[src/hdl/fwpm_defs.vh]
// Purpose: Constants for the fail-safe watchdog and power-mode block
// Assumes: 32-bit AHB-Lite register bus, 100 MHz ref_clk
// Notes: Byte offsets of word-aligned registers
`ifndef FWPM_DEFS_VH
`define FWPM_DEFS_VH
`define FWPM_OFS_WDCTL 8'h00
`define FWPM_OFS_WDREL 8'h04
`define FWPM_OFS_PWR 8'h08
`define FWPM_OFS_STAT 8'h0c
`define FWPM_OFS_CNT 8'h10
// Watchdog control bits
`define FWPM_B_REFRESH 0
`define FWPM_B_START 1
// Reload register bits
`define FWPM_B_PRESC 7
// Power control bits
`define FWPM_B_IDLE1 0
`define FWPM_B_PD 1
`define FWPM_B_SLOW 4
`define FWPM_B_IDLE2 5
// Status bits
`define FWPM_B_CAUSE 0
`define FWPM_B_RUN 1
`define FWPM_B_IDLE 2
`define FWPM_B_PDS 3
`define FWPM_B_OSCF 4
// Prescaler divides and slow-down count
`define FWPM_DIV_FAST 9'd12
`define FWPM_DIV_SLOW 9'd384
`define FWPM_SLOW_DIV 3'd7
// Stabilisation time
`define FWPM_STAB_NS 500000
`define FWPM_CLK_NS 10
`endif

[src/hdl/fwpm_top.v]
// Purpose: Watchdog timer, oscillator monitor and power-saving mode control
// Assumes: Inputs synchronous to ref_clk; AHB-Lite slave, single words
// Notes: Bus writes to control regs stand in for CPU instructions
`timescale 1ns/100ps
`default_nettype none
`include "fwpm_defs.vh"

// Overview of operation
// - Watchdog is a 15-bit up-counter; its overflow is the time-out.
// - Counter advances at clock divided by 12 or 384, selectable.
// - Only the upper 7 counter bits are programmable by software.
// - Watchdog starts by software start bit or hardware enable pin.
// - Once running in active mode, only a reset can stop the watchdog.
// - Overflow without refresh raises an internal reset.
// - Valid refresh copies reload value into upper 7 counter bits.
// - Refresh is refresh-bit write immediately followed by start-bit write.
// - Flag shows whether last reset came from pin or watchdog.
// - Watchdog counter frozen in idle and power-down.
// - Slow main oscillator selects RC clock and holds reset.
// - After failure clears, reset extended about 0.5 ms then released.
// - Leaving power-down, oscillator start-up supervised the same way.
// - At power-on reset logic runs on RC clock before main oscillator.
// - Idle gates only the CPU clock; enabled peripherals keep running.
// - Power-down stops everything and turns oscillator off, RAM kept.
// - Power-down entered by software command or hardware pin.
// - Slow-down divides CPU and peripheral clock by eight.
// - Idle left by interrupt keeps CPU, port and peripheral state.
// - Any mode left by hardware reset restores the full reset state.
// - In idle only enabled peripherals run; CPU keeps its data.
module fwpm_top #(
    parameter STAB_CYC = (`FWPM_STAB_NS + `FWPM_CLK_NS - 1) / `FWPM_CLK_NS
) (
    // Clock and reset
    input wire ref_clk,
    input wire rst_n,
    // AHB-Lite slave
    input wire hsel,
    input wire [7:0] haddr,
    input wire [1:0] htrans,
    input wire hwrite,
    input wire [2:0] hsize,
    input wire [31:0] hwdata,
    input wire hready,
    output wire hreadyout,
    output wire hresp,
    output reg [31:0] hrdata,
    // Pins and system signals
    input wire hw_wdog_enable_pin,
    input wire hw_powerdown_pin,
    input wire osc_slow,
    input wire periph_irq,
    input wire periph_en,
    // Clock and reset controls
    output wire osc_enable,
    output wire clk_sel_rc,
    output wire cpu_clk_en,
    output wire periph_clk_en,
    output wire sys_reset,
    output reg wdog_reset
);
    localparam [1:0] OM_RUN = 2'd0;
    localparam [1:0] OM_FAIL = 2'd1;
    localparam [1:0] OM_STAB = 2'd2;
    localparam [19:0] STAB_MAX = STAB_CYC[19:0] - 20'h00001;

    // High while the oscillator monitor holds the core in reset
    function osc_hold;
        input [1:0] state;
        begin
            osc_hold = (state != OM_RUN);
        end
    endfunction

    // Write data phase aimed at one register offset
    function wr_hit;
        input phase;
        input [7:0] addr;
        input [7:0] ofs;
        begin
            wr_hit = phase && (addr == ofs);
        end
    endfunction

    // Prescaler length for the selected rate
    function [8:0] div_of;
        input slow;
        begin
            div_of = slow ? `FWPM_DIV_SLOW : `FWPM_DIV_FAST;
        end
    endfunction

    reg [14:0] wdog_cnt;
    reg [6:0] wdog_reload_value;
    reg presc_slow;
    reg [8:0] presc;
    reg wdog_run;
    reg wdog_refresh_bit;
    reg wdog_reset_cause_flag;
    reg idle_armed, idle_mode, pd_mode, slow_mode;
    reg [2:0] slow_cnt;
    reg [1:0] om_state;
    reg [19:0] stab_cnt;
    reg hw_pd_q;
    // Address phase capture
    reg wr_ph, rd_ph;
    reg [7:0] ph_addr;

    wire acc = hsel && hready && htrans[1];
    wire wr_ctl = wr_hit(wr_ph, ph_addr, `FWPM_OFS_WDCTL);
    wire wr_rel = wr_hit(wr_ph, ph_addr, `FWPM_OFS_WDREL);
    wire wr_pwr = wr_hit(wr_ph, ph_addr, `FWPM_OFS_PWR);
    wire any_wr = wr_ph;
    wire frozen = idle_mode || pd_mode;
    wire slow_tick = !slow_mode || slow_cnt == `FWPM_SLOW_DIV;
    wire [8:0] div_sel = div_of(presc_slow);
    wire presc_end = presc == div_sel - 9'd1;
    wire wd_tick = wdog_run && !frozen && slow_tick && presc_end;
    wire wd_ovf = wd_tick && wdog_cnt == 15'h7fff;
    wire refresh_ok = wr_ctl && wdog_refresh_bit &&
                      hwdata[`FWPM_B_START];
    wire stab_done = stab_cnt == STAB_MAX;
    wire core_rst = osc_hold(om_state) || wdog_reset;
    wire start_req = wr_ctl && hwdata[`FWPM_B_START];
    wire pwr_clr = core_rst && !pd_mode;
    wire idle_go = wr_pwr && idle_armed && hwdata[`FWPM_B_IDLE2] &&
                   !hwdata[`FWPM_B_IDLE1];

    assign hreadyout = 1'b1;
    assign hresp = 1'b0;
    assign sys_reset = core_rst;
    assign clk_sel_rc = osc_hold(om_state);
    assign osc_enable = !pd_mode;
    assign cpu_clk_en = !idle_mode && !pd_mode && slow_tick;
    assign periph_clk_en = !pd_mode && periph_en && slow_tick;

    always @(posedge ref_clk or negedge rst_n) begin
        if (!rst_n) begin
            wr_ph <= 1'b0;
            rd_ph <= 1'b0;
            ph_addr <= 8'h00;
        end else begin
            wr_ph <= acc && hwrite;
            rd_ph <= acc && !hwrite;
            if (acc) begin
                ph_addr <= haddr;
            end
        end
    end

    // Read-back value of one register offset
    function [31:0] read_mux;
        input [7:0] addr;
        begin
            case (addr)
                `FWPM_OFS_WDREL: begin
                    read_mux = {24'h000000, presc_slow, wdog_reload_value};
                end
                `FWPM_OFS_PWR: begin
                    read_mux = {27'h0, slow_mode, 4'h0};
                end
                `FWPM_OFS_STAT: begin
                    read_mux = {27'h0, osc_hold(om_state), pd_mode,
                        idle_mode, wdog_run,
                        wdog_reset_cause_flag};
                end
                `FWPM_OFS_CNT: begin
                    read_mux = {17'h0, wdog_cnt};
                end
                default: begin
                    read_mux = 32'h00000000;
                end
            endcase
        end
    endfunction

    // Read data, one cycle after the address phase
    always @(posedge ref_clk or negedge rst_n) begin
        if (!rst_n) begin
            hrdata <= 32'h00000000;
        end else if (acc && !hwrite) begin
            hrdata <= read_mux(haddr);
        end
    end

    // Reload value and prescaler select
    always @(posedge ref_clk or negedge rst_n) begin
        if (!rst_n) begin
            wdog_reload_value <= 7'h00;
            presc_slow <= 1'b0;
        end else if (core_rst) begin
            wdog_reload_value <= 7'h00;
            presc_slow <= 1'b0;
        end else if (wr_rel) begin
            wdog_reload_value <= hwdata[6:0];
            presc_slow <= hwdata[`FWPM_B_PRESC];
        end
    end

    // Prescaler, stopped together with the counter
    always @(posedge ref_clk or negedge rst_n) begin
        if (!rst_n) begin
            presc <= 9'h000;
        end else if (core_rst) begin
            presc <= 9'h000;
        end else if (!frozen && slow_tick && wdog_run) begin
            if (presc_end) begin
                presc <= 9'h000;
            end else begin
                presc <= presc + 9'd1;
            end
        end
    end

    // Run flag: set by bit or pin, cleared only by reset
    always @(posedge ref_clk or negedge rst_n) begin
        if (!rst_n) begin
            wdog_run <= 1'b0;
        end else if (core_rst) begin
            wdog_run <= 1'b0;
        end else if (start_req || hw_wdog_enable_pin) begin
            wdog_run <= 1'b1;
        end
    end

    // Refresh flag lives for exactly one following write
    always @(posedge ref_clk or negedge rst_n) begin
        if (!rst_n) begin
            wdog_refresh_bit <= 1'b0;
        end else if (core_rst) begin
            wdog_refresh_bit <= 1'b0;
        end else if (any_wr) begin
            wdog_refresh_bit <= wr_ctl && hwdata[`FWPM_B_REFRESH] &&
                !hwdata[`FWPM_B_START];
        end
    end

    // Watchdog counter
    always @(posedge ref_clk or negedge rst_n) begin
        if (!rst_n) begin
            wdog_cnt <= 15'h0000;
        end else if (core_rst) begin
            wdog_cnt <= 15'h0000;
        end else if (refresh_ok) begin
            wdog_cnt <= {wdog_reload_value, 8'h00};
        end else if (wd_tick) begin
            wdog_cnt <= wdog_cnt + 15'd1;
        end
    end

    // Overflow pulse, one cycle long
    always @(posedge ref_clk or negedge rst_n) begin
        if (!rst_n) begin
            wdog_reset <= 1'b0;
        end else if (core_rst) begin
            wdog_reset <= 1'b0;
        end else begin
            wdog_reset <= wd_ovf;
        end
    end

    // Cause flag survives its own watchdog reset
    always @(posedge ref_clk or negedge rst_n) begin
        if (!rst_n) begin
            wdog_reset_cause_flag <= 1'b0;
        end else if (osc_hold(om_state)) begin
            wdog_reset_cause_flag <= 1'b0;
        end else if (!wdog_reset && wd_ovf) begin
            wdog_reset_cause_flag <= 1'b1;
        end
    end

    // Power-down pin delayed one cycle for its falling edge
    always @(posedge ref_clk or negedge rst_n) begin
        if (!rst_n) begin
            hw_pd_q <= 1'b0;
        end else begin
            hw_pd_q <= hw_powerdown_pin;
        end
    end

    // Slow-down phase counter
    always @(posedge ref_clk or negedge rst_n) begin
        if (!rst_n) begin
            slow_cnt <= 3'h0;
        end else if (pwr_clr) begin
            slow_cnt <= 3'h0;
        end else begin
            slow_cnt <= slow_cnt + 3'd1;
        end
    end

    // Slow-down select
    always @(posedge ref_clk or negedge rst_n) begin
        if (!rst_n) begin
            slow_mode <= 1'b0;
        end else if (pwr_clr) begin
            slow_mode <= 1'b0;
        end else if (wr_pwr) begin
            slow_mode <= hwdata[`FWPM_B_SLOW];
        end
    end

    // First half of the idle pair, dropped by any other write
    always @(posedge ref_clk or negedge rst_n) begin
        if (!rst_n) begin
            idle_armed <= 1'b0;
        end else if (pwr_clr) begin
            idle_armed <= 1'b0;
        end else if (any_wr) begin
            idle_armed <= wr_pwr && hwdata[`FWPM_B_IDLE1] &&
                !hwdata[`FWPM_B_IDLE2];
        end
    end

    // Idle: a wake-up only acts once in idle, so an entry wins over a same-cycle wake-up
    always @(posedge ref_clk or negedge rst_n) begin
        if (!rst_n) begin
            idle_mode <= 1'b0;
        end else if (pwr_clr) begin
            idle_mode <= 1'b0;
        end else if (periph_irq && idle_mode) begin
            idle_mode <= 1'b0;
        end else if (idle_go) begin
            idle_mode <= 1'b1;
        end
    end

    // Power-down, left only by pin release or reset
    always @(posedge ref_clk or negedge rst_n) begin
        if (!rst_n) begin
            pd_mode <= 1'b0;
        end else if (pwr_clr) begin
            pd_mode <= 1'b0;
        end else if (hw_powerdown_pin) begin
            pd_mode <= 1'b1;
        end else if (hw_pd_q) begin
            pd_mode <= 1'b0;
        end else if (wr_pwr && hwdata[`FWPM_B_PD]) begin
            pd_mode <= 1'b1;
        end
    end

    // Oscillator monitor
    always @(posedge ref_clk or negedge rst_n) begin
        if (!rst_n) begin
            om_state <= OM_FAIL;
            stab_cnt <= 20'h00000;
        end else begin
            case (om_state)
                OM_RUN: begin
                    stab_cnt <= 20'h00000;
                    if ((osc_slow && !pd_mode) ||
                        (hw_pd_q && !hw_powerdown_pin))
                        om_state <= OM_FAIL;
                end
                OM_FAIL: begin
                    stab_cnt <= 20'h00000;
                    if (!osc_slow && !pd_mode)
                        om_state <= OM_STAB;
                end
                OM_STAB: begin
                    if (osc_slow)
                        om_state <= OM_FAIL;
                    else if (stab_done)
                        om_state <= OM_RUN;
                    else
                        stab_cnt <= stab_cnt + 20'd1;
                end
                default: om_state <= OM_FAIL;
            endcase
        end
    end
endmodule // fwpm_top
`default_nettype wire

[config.mk]
export PLATFORM = sky130hd
export DESIGN_NAME = fwpm_top
export DESIGN_NICKNAME = d
export VERILOG_FILES = /design/src/hdl/fwpm_top.v
export VERILOG_INCLUDE_DIRS = /design/src /design/src/hdl
export SDC_FILE = /design/constraint.sdc
export NUM_CORES = 1
export LEC_CHECK = 0
export BUFFER_PORTS_ARGS = -buffer_cell sky130_fd_sc_hd__buf_2
export CORE_MARGIN = 2
export CORE_UTILIZATION = 50
export DETAILED_ROUTE_END_ITERATION = 6
export GPL_TIMING_DRIVEN = 0
export PLACE_DENSITY = 0.74
export SLEW_MARGIN = 10
export SYNTH_ARGS = -nofsm -noshare
export SYNTH_HDL_FRONTEND = slang
export SYNTH_SLANG_ARGS = --single-unit
[constraint.sdc]
create_clock -name ref_clk -period 2.7 [get_ports ref_clk]
set_input_delay 0.135 -clock ref_clk [delete_from_list [all_inputs] [get_ports ref_clk]]
set_output_delay 0.135 -clock ref_clk [all_outputs]
set_load 0.02 [all_outputs]
==> metrics.txt <==
status finished clean; Seq/Total Area, Yosys 48.10%; Die W 100.8 um; syn avg cell area 10.07 um^2; fraction of registers with async set/reset 100.0%; site row count 35; CP startpoint kind flip-flop; Mapped Area 4684 um^2; footprint of the multi-input gates 2262 um^2; Initial Utilization 51.18%; Most used DFF post-synth dfrtp_1; post-layout util 59.00%; routed wire length per instance 16.31 um; warnings from Yosys 0; worst path required time 2.95 ns; Layout Cells excl Fill 658; die area 10160 um^2; CP Buf/Inv Count 3; Post-synth top cells dfrtp_1 (89), nor2_1 (56), nand2_1 (26); gr ovfl total 0; ANT cells 0; Worst Max-Slew Pin Slew 0.5760 ns; WL final 10730 um; net total in the final layout 602; Final Hold Violating Endpoints 0; VDD IR-drop max 0.2785 mV; R2R depth 9; crit-path max FO 12; Vias 3762; Pwr per Cell Area 584.2 nW/um^2; Synth Area in Simple Gates 22.92%; fill count 809; fin crit period 2.373 ns; Syn-to-layout area delta 15.28%; via density per instance 5.717; GPL Wtd Cong 0.9216; cell area after layout 5400 um^2; Cell Area, Placed 5147 um^2; Die Y 100.8 um; compound-gate portion of the synthesized area 12.21%; setup_tns 0 ns; Num Clock Sinks 90; Synth top area share 47.54%; clock skew 0.01198 ns; crit-path max cell delay 0.47 ns; CTS tree done; Initial DRC Count 178; # IOs 95; Post-Synth XOR/XNOR Area 4.861%; number of global-route vias before repair 3671; first-pass GRT wire length 17810 um; WP data arrival 2.62 ns; # Post-CTS Setup Buffers 0; Setup crit end kind flip-flop; critical path cell sequence clkbuf_1 > nor2_1 > inv_1 > nor2_4 > inv_2 > a31oi_1 > nor3b_1 > xnor2_1 > nor2_1; CTS clk-pin slew, worst paths 0.09 ns; kind of critical path flip-flop to flip-flop; register area 2253 um^2; fin crit share 87.89%; TritonCTS Buffers 9; overall routing resource usage 22.35%; DRC Markers 0; Slew Viols, Final 0; FMAX 421.4 MHz; Final setup viols 0; Mapped Cells 465; Yosys reg bits 90; worst min path class primary input to flip-flop; synth top area cells dfrtp_1 (48%), nor2_1 (4.5%), a22o_1 (3.6%); Clock Latency Late Sink 0.36 ns; Post-synth EDFFs 0; largest family of logic cells by synthesized area simple AND/OR/NAND/NOR gates; Netlist cell types 62; CP dominant cell by count nor2_1; Critical-path top delay cell a31oi_1; most common cell in the netlist dfrtp_1; Placed Cells 640; RSZ-0062 raised after global routing false; Root Buffer clkbuf_8; IO Port Bufs 46; pin count of the biggest net entering global routing 51; Yosys top cell by area dfrtp_1; Core Area 9153 um^2; DR pass1 iterations 4; CP Depth 9; Static Leak 2.426 nW; delay-heaviest family, CP simple AND/OR/NAND/NOR gates; initial antenna violation count 0; share of cells above drive strength 1 20.84%; ANT nets after route 0; Pwr Total 0.003155 W; Post-Synth Adder-Cell Area 1.335%; Slew HR 61.31%; hold depth 3; CTS H-Tree Depth 3; Max-Cap Viols 0; Clock Path Buffers 2; HPWL after DPL 8099 um; mux cell area share after synthesis 5.342%
## cell usage in the layout (no fill, tap or decap), types with 16 or more instances in the layout
master and instances:
nand3_1 17, dfrtp_1 89, mux2i_1 16, a22o_1 19
xnor2_1 16, nand2_1 26, conb_1 19, nor2_1 56
o21ai_0 18, buf_4 20, buf_2 47
## layout make-up
cell class	count	share of cell area [%]
inverters	11	0.7646
clock inverters	4	1.390
repair buffers	50	5.375
well taps	111	2.572
plain buffers	30	3.591
clock buffers	12	2.688
flip-flops and latches	90	41.73
multi-input cells	350	41.89
## timing repair
| item | CTS | global route |
|---|---|---|
| hold endpoints to repair | 42 | 0 |
| hold buffers | 3 | 0 |
| resized for setup | 2 | 0 |
| endpoints found under the setup margin | 1 | 1 |
## registers in the layout (all words and copies together), names as in the netlist, 2 cells and up
register	cells
wdog_cnt	15
ph_addr	8
stab_cnt	20
wdog_reload_value	7
om_state	2
presc	9
hrdata	15
slow_cnt	3
## where the power goes
group	leakage (nW)	internal, W	switching (W)	total [W]
Combinational	1.09	0.000198	0.000456	0.000654
Clock	0.103	0.000548	0.000469	0.00102
Sequential	1.23	0.00142	0.0000624	0.00148
## per-stage QoR
stage          hold WS [ns]  setup WS [ns]
2_1_floorplan       -0.1606         0.7651
3_3_place_gp         0.2895         0.3485
3_5_place_dp         0.1522         0.2888
4_1_cts            0.003565        0.05687
5_1_grt            0.007069        0.08970
6_report            0.01379         0.3271
## worst paths after layout
kind | from | slack (ns) | end
max in group asynchronous | rst_n | 1.71 | om_state[0]$_DFFE_PN1P_
worst max register to register | om_state[1]$_DFFE_PN0P_ | 0.33 | presc[5]$_DFFE_PN0P_
worst min register to register | slow_cnt[0]$_DFF_PN0_ | 0.44 | slow_cnt[0]$_DFF_PN0_
worst min-delay path | hwdata[7] | 0.01 | presc_slow$_DFFE_PN0P_
min in group asynchronous | rst_n | 0.30 | stab_cnt[10]$_DFFE_PN0P_
worst max-delay path | om_state[1]$_DFFE_PN0P_ | 0.33 | presc[5]$_DFFE_PN0P_
## worst min-delay path: stages
cell	delay [ns]
buf_2	0.08
mux2i_1	0.05
nor2_1	0.07
## per-layer routing
| layer | up-vias | track usage, % | part of all wire, % |
|---|---|---|---|
| met5 | - | 0 | 0 |
| met4 | 0 | 7.060 | 1.2 |
| met3 | 11 | 4.161 | 5.2 |
| met2 | 128 | 36.05 | 47 |
| met1 | 1836 | 30.62 | 46 |
| li1 | 1787 | - | - |
## logic make-up (layout without fill, tap and decap cells)
kind of cell	Yosys count	in the layout
simple gates	193	193
flops	90	90
compound gates	83	83
buf+inv	42	107
xor+xnor	26	26
mux	24	24
fa+ha+maj	5	5
other cells	2	19
Note: power is estimated with default switching activity, not from simulation.
